==> src/bus_term_defs.svh <==
// Purpose: timing and encoding constants for bus cycle termination
// Assumes: one 20 MHz clock, all termination inputs change on rising edges
// Notes:   outcome codes are one-hot
`ifndef BUS_TERM_DEFS_SVH
`define BUS_TERM_DEFS_SVH
`define CLK_PERIOD_NS   50
`define LATE_GAP_CYC    1
`define OUT_NORMAL      4'h1
`define OUT_HALT        4'h2
`define OUT_FAULT       4'h4
`define OUT_RETRY       4'h8
`define ILLEGAL_VECTOR  8'h00
`define FAULT_VECTOR    8'h02
`endif

==> src/bus_term_pkg.sv <==
// Purpose: shared types for bus cycle termination
// Assumes: nothing
// Notes:   none
package bus_term_pkg;
  typedef logic [3:0] outcome_t;
endpackage

==> src/bus_term_if.sv <==
// Purpose: termination handshake between processor and slaves
// Assumes: active-low signals, all on clk
// Notes:   no clocking block
`timescale 1ns/100ps
`default_nettype none
interface bus_term_if (
  input wire logic clk  // processor clock
);
  logic addrStrobe_n;   // cycle in progress
  logic transferAck_n;  // slave acknowledge
  logic busFault_n;     // fault
  logic stall_n;        // halt request
  modport cpu   (input transferAck_n, busFault_n, stall_n, output addrStrobe_n);
  modport slave (output transferAck_n, busFault_n, stall_n, input addrStrobe_n);
endinterface
`default_nettype wire

==> src/bus_term_cpu.sv <==
// Purpose: processor end; classifies how each bus cycle ends
// Assumes: inputs sampled at the even bus state edge, one clk per state pair
// Notes:   the state sequence itself lives elsewhere; start/done are handshakes
`timescale 1ns/100ps
`default_nettype none
`include "bus_term_defs.svh"
// How it works
// - far side changes inputs on rising edges
// - sample inputs at state N and N+2
// - ack alone gives normal completion
// - stall with ack halts until released
// - fault without stall gives bus error
// - late fault at N+2 optional trap
// - far side releases fault after ack; the slave drops both on one edge
// - fault plus stall requests a retry
// - late fault plus stall optional retry
// - proper release order reruns the cycle
// - improper release order traps vector zero
// - lingering fault/stall stretch next cycle
// - stuck fault ends next cycle as error
// - far side releases on strobe negation
// - watchdog asserts fault on timeout
// - checker withholds ack, then retries
// - late fault one cycle after ack
// - error ends read in S9, RMW write S21
// - float buses in retry, repeat cycle
// - never retry read-modify-write cycles
module bus_term_cpu #(
  parameter bit LATE_EN = 1'b1  // late fault/retry recognition
) (
  input  wire logic  clk,          // 20 MHz clock
  input  wire logic  rst,          // async reset, active high
  bus_term_if.cpu    bus,          // termination pins
  input  wire logic  cycleStart,   // request to run a bus cycle
  input  wire logic  isRmw,        // cycle is read-modify-write
  input  wire logic  rmwWrite,     // in write part of rmw
  output logic       outValid,     // one-cycle outcome strobe
  output logic [3:0] outcome,      // one-hot outcome
  output logic       busFloat,     // address/data buses floated
  output logic       halted,       // processor halted
  output logic       rerun,        // one-cycle rerun pulse
  output logic       illegalTrap,  // one-cycle trap pulse
  output logic [7:0] trapVector,   // exception vector number
  output logic [4:0] endState      // state number the last bus-error cycle ended in
);
  typedef enum logic [5:0] {
    IDLE  = 6'b000001,
    WAITN = 6'b000010,
    LATE  = 6'b000100,
    HOLD  = 6'b001000,
    RTRY  = 6'b010000,
    RELS  = 6'b100000
  } st_e;

  logic ack1_r, ack2_r, flt1_r, flt2_r, stl1_r, stl2_r;
  logic ack, flt, stl;
  st_e state_r, state_nxt;
  logic as_r, as_nxt, ov_r, ov_nxt, fl_r, fl_nxt, hl_r, hl_nxt;
  logic rr_r, rr_nxt, il_r, il_nxt, rmw_r, rmw_nxt, wr_r, wr_nxt;
  logic fltEarly_r, fltEarly_nxt;
  bus_term_pkg::outcome_t oc_r, oc_nxt;
  logic [7:0] vec_r, vec_nxt;
  logic [4:0] es_r, es_nxt;

  // two-flop synchronisers; asynchronous slaves may violate setup
  always_ff @(posedge clk or posedge rst) begin
    if (rst) begin
      {ack1_r, ack2_r, flt1_r, flt2_r, stl1_r, stl2_r} <= 6'h00;
    end else begin
      ack1_r <= ~bus.transferAck_n;
      ack2_r <= ack1_r;
      flt1_r <= ~bus.busFault_n;
      flt2_r <= flt1_r;
      stl1_r <= ~bus.stall_n;
      stl2_r <= stl1_r;
    end
  end
  assign ack = ack2_r;
  assign flt = flt2_r;
  assign stl = stl2_r;

  function automatic logic [4:0] faultEnd(input logic w);
    faultEnd = w ? 5'h15 : 5'h09;
  endfunction

  always_comb begin
    state_nxt    = state_r;
    as_nxt       = as_r;
    ov_nxt       = 1'b0;
    oc_nxt       = oc_r;
    fl_nxt       = fl_r;
    hl_nxt       = hl_r;
    rr_nxt       = 1'b0;
    il_nxt       = 1'b0;
    rmw_nxt      = rmw_r;
    wr_nxt       = wr_r;
    vec_nxt      = vec_r;
    es_nxt       = es_r;
    fltEarly_nxt = fltEarly_r;
    case (state_r)
      IDLE: begin
        if (cycleStart && !hl_r) begin
          as_nxt       = 1'b1;
          rmw_nxt      = isRmw;
          wr_nxt       = rmwWrite;
          fltEarly_nxt = flt;  // fault still held from prior cycle
          state_nxt    = WAITN;
        end
      end
      WAITN: begin  // edge of state N; waits stretch here
        // a fault still held from the last cycle ends this one at once; one that has dropped holds off ack a cycle
        fltEarly_nxt = fltEarly_r && flt;
        if (flt && (!stl || rmw_r)) begin
          oc_nxt    = `OUT_FAULT;
          vec_nxt   = `FAULT_VECTOR;
          es_nxt    = faultEnd(wr_r);
          ov_nxt    = 1'b1;
          as_nxt    = 1'b0;
          state_nxt = IDLE;
        end else if (flt && stl) begin
          oc_nxt    = `OUT_RETRY;
          ov_nxt    = 1'b1;
          as_nxt    = 1'b0;
          fl_nxt    = 1'b1;
          state_nxt = RTRY;
        end else if (ack && !fltEarly_r) begin
          if (LATE_EN) begin
            state_nxt = LATE;
          end else begin
            oc_nxt    = stl ? `OUT_HALT : `OUT_NORMAL;
            ov_nxt    = 1'b1;
            as_nxt    = 1'b0;
            hl_nxt    = stl;
            fl_nxt    = stl;
            state_nxt = stl ? HOLD : IDLE;
          end
        end
      end
      LATE: begin  // edge of state N+2
        as_nxt = 1'b0;
        ov_nxt = 1'b1;
        if (flt && stl && !rmw_r) begin
          oc_nxt    = `OUT_RETRY;
          fl_nxt    = 1'b1;
          state_nxt = RTRY;
        end else if (flt) begin
          oc_nxt    = `OUT_FAULT;
          vec_nxt   = `FAULT_VECTOR;
          es_nxt    = faultEnd(wr_r);
          state_nxt = IDLE;
        end else begin
          oc_nxt    = stl ? `OUT_HALT : `OUT_NORMAL;
          hl_nxt    = stl;
          fl_nxt    = stl;
          state_nxt = stl ? HOLD : IDLE;
        end
      end
      HOLD: begin  // halted until stall released
        if (!stl) begin
          hl_nxt    = 1'b0;
          fl_nxt    = 1'b0;
          state_nxt = IDLE;
        end
      end
      RTRY: begin  // fault must drop while stall held
        if (!flt && stl) begin
          state_nxt = RELS;
        end else if (!stl) begin
          il_nxt    = 1'b1;
          vec_nxt   = `ILLEGAL_VECTOR;
          fl_nxt    = 1'b0;
          state_nxt = IDLE;
        end
      end
      RELS: begin
        if (flt) begin
          state_nxt = RTRY;
        end else if (!stl) begin  // rerun with same cycle
          rr_nxt       = 1'b1;
          fl_nxt       = 1'b0;
          as_nxt       = 1'b1;
          fltEarly_nxt = 1'b0;
          state_nxt    = WAITN;
        end
      end
      default: state_nxt = IDLE;
    endcase
  end

  always_ff @(posedge clk or posedge rst) begin
    if (rst) begin
      state_r    <= IDLE;
      as_r       <= 1'b0;
      ov_r       <= 1'b0;
      oc_r       <= 4'h0;
      fl_r       <= 1'b0;
      hl_r       <= 1'b0;
      rr_r       <= 1'b0;
      il_r       <= 1'b0;
      rmw_r      <= 1'b0;
      wr_r       <= 1'b0;
      vec_r      <= 8'h00;
      es_r       <= 5'h00;
      fltEarly_r <= 1'b0;
    end else begin
      state_r    <= state_nxt;
      as_r       <= as_nxt;
      ov_r       <= ov_nxt;
      oc_r       <= oc_nxt;
      fl_r       <= fl_nxt;
      hl_r       <= hl_nxt;
      rr_r       <= rr_nxt;
      il_r       <= il_nxt;
      rmw_r      <= rmw_nxt;
      wr_r       <= wr_nxt;
      vec_r      <= vec_nxt;
      es_r       <= es_nxt;
      fltEarly_r <= fltEarly_nxt;
    end
  end

  assign bus.addrStrobe_n = ~as_r;
  assign outValid         = ov_r;
  assign outcome          = oc_r;
  assign busFloat         = fl_r;
  assign halted           = hl_r;
  assign rerun            = rr_r;
  assign illegalTrap      = il_r;
  assign trapVector       = vec_r;
  assign endState         = es_r;
endmodule
`default_nettype wire

==> src/flat_wrapper.sv <==
// flat-port wrapper written by rule: the top's interface ports become plain ports
module bus_term_cpu_flat 
#(
  parameter bit LATE_EN = 1'b1                                 
)
  (clk, rst, cycleStart, isRmw, rmwWrite, outValid, outcome, busFloat, halted, rerun, illegalTrap, trapVector, endState, bus_transferAck_n, bus_busFault_n, bus_stall_n, bus_addrStrobe_n);
  bus_term_if bus_i (.clk(clk));
  input  wire logic clk;
  input  wire logic rst;
  input  wire logic cycleStart;
  input  wire logic isRmw;
  input  wire logic rmwWrite;
  output logic outValid;
  output logic [3:0] outcome;
  output logic busFloat;
  output logic halted;
  output logic rerun;
  output logic illegalTrap;
  output logic [7:0] trapVector;
  output logic [4:0] endState;
  input wire logic [$bits(bus_i.transferAck_n)-1:0] bus_transferAck_n;
  input wire logic [$bits(bus_i.busFault_n)-1:0] bus_busFault_n;
  input wire logic [$bits(bus_i.stall_n)-1:0] bus_stall_n;
  output wire logic [$bits(bus_i.addrStrobe_n)-1:0] bus_addrStrobe_n;
  assign bus_i.transferAck_n = bus_transferAck_n;
  assign bus_i.busFault_n = bus_busFault_n;
  assign bus_i.stall_n = bus_stall_n;
  assign bus_addrStrobe_n = bus_i.addrStrobe_n;
  bus_term_cpu #(.LATE_EN(LATE_EN)) u_core (.clk(clk), .rst(rst), .bus(bus_i), .cycleStart(cycleStart), .isRmw(isRmw), .rmwWrite(rmwWrite), .outValid(outValid), .outcome(outcome), .busFloat(busFloat), .halted(halted), .rerun(rerun), .illegalTrap(illegalTrap), .trapVector(trapVector), .endState(endState));
endmodule
==> config.mk <==
export PLATFORM = sky130hd
export DESIGN_NAME = bus_term_cpu_flat
export DESIGN_NICKNAME = d
export VERILOG_FILES = /design/src/bus_term_pkg.sv /design/src/bus_term_if.sv /design/src/bus_term_cpu.sv /design/src/flat_wrapper.sv
export VERILOG_INCLUDE_DIRS = /design/src
export SDC_FILE = /design/constraint.sdc
export NUM_CORES = 1
export LEC_CHECK = 0
export ABC_AREA = 1
export BUFFER_PORTS_ARGS = -buffer_cell sky130_fd_sc_hd__buf_2
export CAP_MARGIN = 20
export CORE_UTILIZATION = 51
export CTS_CLUSTER_DIAMETER = 40
export CTS_CLUSTER_SIZE = 28
export DETAILED_ROUTE_END_ITERATION = 8
export PLACE_DENSITY = 0.72
export SLEW_MARGIN = 20
export SYNTH_ARGS = -nofsm -noshare
export SYNTH_HDL_FRONTEND = slang
export SYNTH_SLANG_ARGS = --single-unit
export TNS_END_PERCENT = 50
==> constraint.sdc <==
create_clock -name clk -period 1.46 [get_ports clk]
set_input_delay 0.146 -clock clk [delete_from_list [all_inputs] [get_ports clk]]
set_output_delay 0.146 -clock clk [all_outputs]
set_load 0.01 [all_outputs]
==> results of run 1 <==
## power by group through the flow
stage	Clock [mW]	Sequential [mW]	Combinational (mW)
after floorplan	0	1.21	0.676
after global placement	0	1.16	0.994
after detailed placement	0	1.17	0.999
after CTS	0.448	1.16	1.01
after global routing	0.480	1.19	1.27
final	0.425	1.16	1.15
## cell families after synthesis
logic type | Yosys count
simple gates | 89
flops | 29
buf+inv | 34
other cells | 1
compound gates | 20
## critical path: stages (launching register included)
cell and delay [ps]:
dfstp_2 590, inv_2 80, nand2_1 60, nor2_1 50
nand2_2 110, nand2_4 90, nand3_4 100, inv_4 50
or2_1 200
## layer usage
metal | GRT usage, % | wire [um] | part of all wire [%] | vias to the layer above
li1 | - | - | - | 618
met1 | 32.20 | 1475 | 46 | 562
met2 | 30.95 | 1510 | 47 | 46
met3 | 6.279 | 163 | 5.1 | 6
met4 | 8.362 | 51 | 1.6 | 0
met5 | 0 | 0 | 0 | -
## worst paths after layout
check	end	slack (ps)	depth (start not counted)
setup reg to reg	u_core.endState[0]	20	8
max in group asynchronous	u_core.state_r[0]	710	4
hold / removal	u_core.wr_r	50	3
hold reg to reg	u_core.flt	340	0
setup / recovery	u_core.endState[0]	20	8
min in group asynchronous	u_core.flt	450	4
## cell usage after synthesis (2+ instances only)
library cell	instances
a21oi_1	6
buf_4	9
dfrtp_1	28
inv_1	19
inv_2	4
nand2_1	37
nand3_1	11
nand3_4	3
nand4_1	8
nor2_1	16
nor2_2	3
nor2_4	5
o21ai_0	8
o21ai_1	2
or2_1	2
## timing repair
| action | CTS | global route |
|---|---|---|
| resized for setup | 1 | 17 |
| endpoints found under the hold margin | 31 | 0 |
| pin swaps | 0 | 9 |
| hold buffers | 4 | 0 |
| setup buffers | 0 | 6 |
| gates cloned | 0 | 1 |
| setup endpoints to repair | 3 | 16 |
## final cells by class
class	instances	area [um2]	share of cell area [%]
tap	31	38.79	2.154
inverter	24	92.59	5.142
sequential	29	728.2	40.44
multi-input combinational	118	668.1	37.11
timing repair buffer	35	230.2	12.79
clock inverter	1	5.005	0.2780
clock buffer	5	37.54	2.085
==> run_results.csv, run 1 <==
group,metric,value,unit
power,ir_worst_vdd,1.218,mV
global_route,grt_max_degree,30,
clock_network,cts.sinks,29,
placed_design,hpwl,2288,um
synth,syn-cell-area,1485,um2
timing,fin_ws,17.74,ps
global_route,grt.total_usage,21.99,%
synth,synth_compound_area_share,7.582,%
synth,synth_mux_area_share,0,%
floorplan,start_util,53.86,%
clock_network,ctsRootBufferMaster,"clkbuf_4",
timing,whs,52.64,ps
timing,finalMaxSlewViolations,0,
layout,area_growth,21.23,%
floorplan,die_w,55.97,um
route,ant_nets,0,
timing,rsz0062_at_grt,"yes",
route,firstDrtPassIters,4,
clock_network,clk_latency,320,ps
floorplan,die_h,55.97,um
synth,yosys.area_share.xor_xnor,0,%
layout,largest_register_ffs,6,
critical_path,crit_path_max_fanout,4,
critical_path,r2r-start,"u_core.state_r[0]",
clock_network,cts_max_path_buffers,2,
timing,timing.fmax,693.4,MHz
timing,setup_tns,0,ps
floorplan,core,2758,um2
power,powerDensity,1517,nW/um2
global_route,antenna_found_initial,0,
placed_design,io_buffer_count,22,
clock_network,cts_made_buffers,5,
power,p_comb_share,41.9,%
global_route,grt_pass1_vias,1063,
synth,yosys.area_share.adder,0,%
route,drtIter0Drc,57,
timing,finClkSkew,13.76,ps
global_route,grt_pass1_wl,5140,um
timing,hold_viol,0,
power,seq_power_share,42.5,%
synth,synth_top_family_by_area,"simple AND/OR/NAND/NOR gates",
power,clkPwrFrac,15.6,%
floorplan,io_pins,31,
timing,period_minus_slack,1442,ps
min_path,hp-start,"rmwWrite",
clock_network,cts_tree,"built",
synth,synth_area_leaders,"dfrtp_1 47%, nand2_1 9.4%, inv_1 4.8%, buf_4 4.5%, nor2_1 4.0%",
layout,num_antenna_cells,0,
placed_design,dp_slack,-27.17,ps
layout,top_register,"u_core.state_r",
critical_path,crit_arrival,1650,ps
layout,drive_above_1_share,33.49,%
outcome,outcome,"completed",
clock_network,clk_pin_slew,90,ps
route,wl_per_cell,13.17,um
floorplan,dieArea,3132,um2
power,intPower,1.627,mW
power,finalPower,2.731,mW
synth,synthArstFlopShare,100.0,%
route,drc_errors,0,
timing,setup_viol,0,
layout,layoutNonFillerInstCount,243,
synth,ys_warn_count,0,
synth,syn_area_per_cell,8.585,um2
global_route,grt-ovfl-total,0,
critical_path,end_kind,"flip-flop",
synth,synth_cell_types,27,
route,via_per_inst,5.070,
critical_path,crit_start,"u_core.state_r[0]",
synth,postSynthCellCount,173,
clock_network,htreeDepth,2,
power,switching_power,1.103,mW
power,p_leak,0.9600,nW
layout,final_cell_mix,"33 x nand2_1, 27 x dfrtp_1, 22 x buf_2",
layout,layout.nets,221,
synth,synth_top_area_cell,"dfrtp_1",
critical_path,required,1660,ps
layout,post-route-util,65.29,%
floorplan,rows,19,
synth,synth-seq-cells,29,
min_path,min_path_type,"in -> reg",
synth,synth_top_cell_area_share,47.18,%
synth,yosys.area_share.simple,32.10,%
layout,fill_cells,242,
layout,final_common_cell,"nand2_1",
route,drt_wl_total,3201,um
layout,postLayoutCellArea,1800,um2
synth,seq_area_frac_synth,48.95,%
power,p_sw_share,40.40,%
timing,fin_crit_sh,98.78,%
placed_design,place_inst,226,
critical_path,startpoint_type,"flip-flop",
synth,synth_edf_count,0,
run,maxCapViolCount,0,
critical_path,critical_path_class,"reg -> reg",
synth,yosys_most_used_dff,"dfrtp_1",
route,num_vias,1232,
placed_design,gp_congestion,0.8928,
placed_design,postPlaceCellArea,1610,um2
No activity file was read; power rests on OpenSTA's default activity.
==> run 2: changes to the inputs <==
CORE_UTILIZATION = 46   (was 51)
PLACE_DENSITY = 0.66   (was 0.72)
==> run_results.csv, run 2 (same netlist as run 1, synthesis figures left out) <==
group,metric,value,unit
layout,final_common_cell,"nand2_1",
floorplan,dieArea,3460,um2
layout,largest_register_ffs,6,
route,via_per_inst,4.914,
critical_path,r2r-start,"u_core.state_r[4]",
outcome,outcome,"finished, violations left",
floorplan,io_pins,31,
route,wl_per_cell,12.38,um
clock_network,cts_tree,"built",
critical_path,critical-path-slowest-cell,"dfrtp_2",
timing,setup_viol,1,
timing,rsz0062_at_grt,"yes",
timing,finClkSkew,18.14,ps
placed_design,hpwl,2292,um
critical_path,cpPeakStageDelay,440,ps
critical_path,r2r_cells,6,
route,drt_wl_total,3169,um
layout,top_register,"u_core.state_r",
critical_path,rrSetupSlack,-2,ps
clock_network,ctsRootBufferMaster,"clkbuf_4",
run,maxCapViolCount,0,
placed_design,postPlaceCellArea,1627,um2
global_route,grt_max_degree,30,
critical_path,critical_path_class,"reg -> reg",
min_path,hp-start,"rmwWrite",
clock_network,cts_max_path_buffers,2,
clock_network,htreeDepth,2,
timing,period_minus_slack,1462,ps
layout,postLayoutCellArea,1828,um2
route,ant_nets,0,
global_route,grt_pass1_vias,1125,
layout,layout.nets,220,
critical_path,critical_path_depth,6,
global_route,antenna_found_initial,0,
layout,drive_above_1_share,33.96,%
global_route,grt-ovfl-total,0,
layout,regArea,730.7,um2
critical_path,startpoint_type,"flip-flop",
route,drtIter0Drc,46,
timing,hold_viol,0,
clock_network,clk_pin_slew,100,ps
route,drc_errors,0,
clock_network,cts_made_buffers,5,
placed_design,gp_congestion,0.9177,
route,num_vias,1258,
layout,fill_cells,310,
layout,num_antenna_cells,0,
critical_path,end_kind,"flip-flop",
critical_path,r2r-end,"u_core.rmw_r",
power,powerDensity,1516,nW/um2
timing,fin_crit_sh,100.1,%
layout,area_growth,23.08,%
clock_network,cts.sinks,29,
critical_path,critical-path-top-delay-family,"simple AND/OR/NAND/NOR gates",
clock_network,clk_latency,330,ps
power,p_leak,0.9578,nW
critical_path,required,1670,ps
layout,multi_input_comb_area,668.1,um2
timing,whs,65.80,ps
critical_path,crit_path_cell_trace,"buf_4 -> nor2_2 -> nand3_2 -> or2_4 -> nor2_2 -> a21oi_1",
critical_path,path_common_cell,"nor2_2",
min_path,whs_path_depth,3,
floorplan,die_w,58.82,um
power,ir_worst_vdd,0.8063,mV
floorplan,core,3053,um2
power,finalPower,2.772,mW
route,firstDrtPassIters,4,
floorplan,start_util,48.65,%
global_route,grt_pass1_wl,5002,um
critical_path,crit_path_max_fanout,4,
outcome,violations,"negative setup slack",
timing,fin_ws,-1.624,ps
layout,final_cell_mix,"33 x nand2_1, 25 x dfrtp_1, 22 x buf_2",
critical_path,worst-path-buf-inv,1,
timing,timing.fmax,684.2,MHz
floorplan,rows,20,
floorplan,die_h,58.82,um
timing,finalMaxSlewViolations,0,
min_path,min_path_type,"in -> reg",
critical_path,crit_arrival,1670,ps
min_path,whs_endpoint,"u_core.wr_r",
placed_design,io_buffer_count,22,
global_route,grt.total_usage,20.34,%
==> run 2: how the worst max path moves through the flow <==
stage	from	endpoint
after global routing	u_core.state_r[0]	u_core.busFloat
after floorplan	u_core.state_r[0]	u_core.endState[0]
after detailed placement	u_core.state_r[0]	u_core.busFloat
after CTS	u_core.state_r[3]	u_core.endState[3]
after global placement	u_core.state_r[0]	u_core.endState[0]
final	u_core.state_r[4]	u_core.rmw_r
==> run 2: metrics by stage <==
stage | utilization (%) | TNS, ps | setup slack, ps | instances
floorplan | - | 0 | 125.9 | 180
CTS | 56.64 | -1.165 | -1.165 | 250
detailed placement | 53.28 | -25.41 | -14.17 | 239
finish | 59.88 | -1.624 | -1.624 | 256
global placement | 53.28 | -18.10 | -18.10 | 239
global route | 59.88 | -384.7 | -103.1 | 256
==> run 2: where the power goes <==
group / internal [mW] / switching (mW)
logic: 0.434 / 0.693
clock network: 0.227 / 0.264
registers: 1.02 / 0.132
==> run 2: worst min-delay path, cell delays in order <==
cell and delay (ps):
buf_2 90, inv_1 40, o21ai_1 60
==> run 2: area by class of cell <==
cell class | instances | share of cell area [%]
clock buffer | 7 | 3.012
multi-input combinational | 118 | 36.55
timing repair buffer | 34 | 12.39
inverter | 24 | 5.065
sequential | 29 | 39.97
tap | 44 | 3.012
==> run 2: repair_timing <==
action                                  CTS  global route
hold buffers                              4             0
setup buffers                             0             5
endpoints found under the hold margin    31             0
pin swaps                                 0            12
cloned                                    0             1
endpoints found under the setup margin    2            16
gates resized for setup                   2            17
==> run 2: routing by layer <==
| metal | global-route usage, % | share of wire (%) | up-vias |
|---|---|---|---|
| met5 | 0 | 0 | - |
| met1 | 25.25 | 42 | 579 |
| met4 | 10.20 | 1.9 | 0 |
| met3 | 6.374 | 6.7 | 7 |
| li1 | - | - | 620 |
| met2 | 31.98 | 49 | 52 |
==> run 3: changes to the inputs <==
BUFFER_PORTS_ARGS = default   (was -buffer_cell sky130_fd_sc_hd__buf_2)
DONT_BUFFER_PORTS = 1   (was default)
PLACE_DENSITY = 0.58   (was 0.66)
==> run_results.csv, run 3 (same netlist as run 1, synthesis figures left out) <==
group,metric,value,unit
clock_network,clk_latency,330,ps
clock_network,cts_max_path_buffers,2,
power,ir_worst_vdd,0.7268,mV
layout,drive_above_1_share,29.29,%
outcome,outcome,"completed",
layout,top_register,"u_core.state_r",
floorplan,dieArea,3460,um2
global_route,antenna_found_initial,0,
placed_design,dp_slack,13.71,ps
route,drc_errors,0,
layout,post-route-util,59.96,%
power,p_leak,0.9139,nW
timing,setup_viol,0,
clock_network,ctsRootBufferMaster,"clkbuf_4",
critical_path,critical_path_class,"reg -> reg",
route,drtIter0Drc,31,
critical_path,crit_arrival,1680,ps
clock_network,htreeDepth,2,
route,m1WireLength,1420,um
clock_network,cts_tree,"built",
floorplan,start_util,48.65,%
floorplan,die_w,58.82,um
global_route,grt_pass1_wl,5119,um
layout,largest_register_ffs,6,
critical_path,crit_path_max_fanout,7,
placed_design,io_buffer_count,0,
layout,final_cell_mix,"30 x nand2_1, 26 x dfrtp_1, 18 x inv_1",
timing,period_minus_slack,1458,ps
placed_design,gp_congestion,0.9200,
route,wl_met2,1619,um
layout,num_antenna_cells,0,
clock_network,clk_pin_slew,90,ps
critical_path,required,1680,ps
timing,fin_crit_sh,99.89,%
timing,finalMaxSlewViolations,0,
placed_design,hpwl,2361,um
global_route,grt_max_degree,30,
layout,final_common_cell,"nand2_1",
clock_network,cts_made_buffers,5,
route,via_per_inst,4.950,
global_route,grt-ovfl-total,0,
route,firstDrtPassIters,4,
timing,hold_viol,0,
route,wl_met3,167,um
clock_network,cts.sinks,29,
route,num_vias,1198,
placed_design,place_inst,221,
timing,rsz0062_at_grt,"yes",
timing,timing.fmax,685.7,MHz
layout,fill_cells,275,
timing,finClkSkew,6.221,ps
route,drt_wl_total,3281,um
floorplan,die_h,58.82,um
layout,area_growth,23.25,%
floorplan,core,3053,um2
route,wl_per_cell,13.56,um
layout,layoutNonFillerInstCount,242,
power,powerDensity,1617,nW/um2
global_route,grt.total_usage,20.67,%
floorplan,rows,20,
run,maxCapViolCount,0,
min_path,min_path_type,"in -> reg",
timing,fin_ws,1.554,ps
floorplan,io_pins,31,
layout,layout.nets,205,
route,ant_nets,0,
critical_path,end_kind,"flip-flop",
route,top_layer_used,"met4",
global_route,grt_pass1_vias,1081,
critical_path,startpoint_type,"flip-flop",
[run 3: layer usage]
metal,vias to the layer above,global-route usage [%]
met2,40,32.79
met1,564,26.20
met4,0,8.163
met5,-,0
met3,8,6.593
li1,586,-
[run 3: what timing repair did]
item / CTS / global route
resized for setup: 0 / 25
buffers inserted: 0 / 7
hold buffers: 6 / 0
hold endpoints to repair: 33 / 0
setup endpoints to repair: 0 / 12
[run 3: report_power, final]
part | switching, mW | leakage [nW] | total, mW | internal, mW
clock | 0.278 | 0.0455 | 0.687 | 0.409
combinational | 0.628 | 0.512 | 1.02 | 0.397
sequential | 0.225 | 0.356 | 1.25 | 1.02
total | 1.13 | 0.914 | 2.96 | 1.83
[run 3: stage by stage]
step	total power [mW]	hold slack, ps	TNS, ps	cell area (um2)
CTS	2.759	143.9	0	1704
finish	2.961	161.8	0	1831
detailed placement	2.059	134.9	0	1559
global placement	2.048	117.5	0	1559
floorplan	1.889	205.4	0	1511
global route	3.149	172.5	-426.4	1831
[run 3: critical path, stage by stage, from the launching register on]
cell	delay, ps
dfrtp_1	430
nor2_4	270
buf_6	160
nand3_4	80
or2_4	290
nor2_4	70
a21oi_1	40
[run 3: worst paths after layout]
kind | from | end | slack [ps] | depth (start not counted)
setup / recovery | u_core.state_r[5] | u_core.rmw_r | 2 | 6
hold reg to reg | u_core.flt1_r | u_core.flt | 350 | 0
max in group asynchronous | rst | u_core.state_r[0] | 830 | 3
setup reg to reg | u_core.state_r[5] | u_core.rmw_r | 2 | 6
min in group asynchronous | rst | u_core.outcome[1] | 320 | 3
hold / removal | cycleStart | u_core.wr_r | 160 | 3
[run 3: layout make-up]
type | count | area (um2) | share of cell area [%]
sequential | 29 | 729.5 | 39.85
timing repair buffer | 20 | 181.4 | 9.911
inverter | 24 | 95.09 | 5.195
multi-input combinational | 117 | 684.4 | 37.39
clock inverter | 1 | 30.03 | 1.640
tap | 44 | 55.05 | 3.008
clock buffer | 7 | 55.05 | 3.008
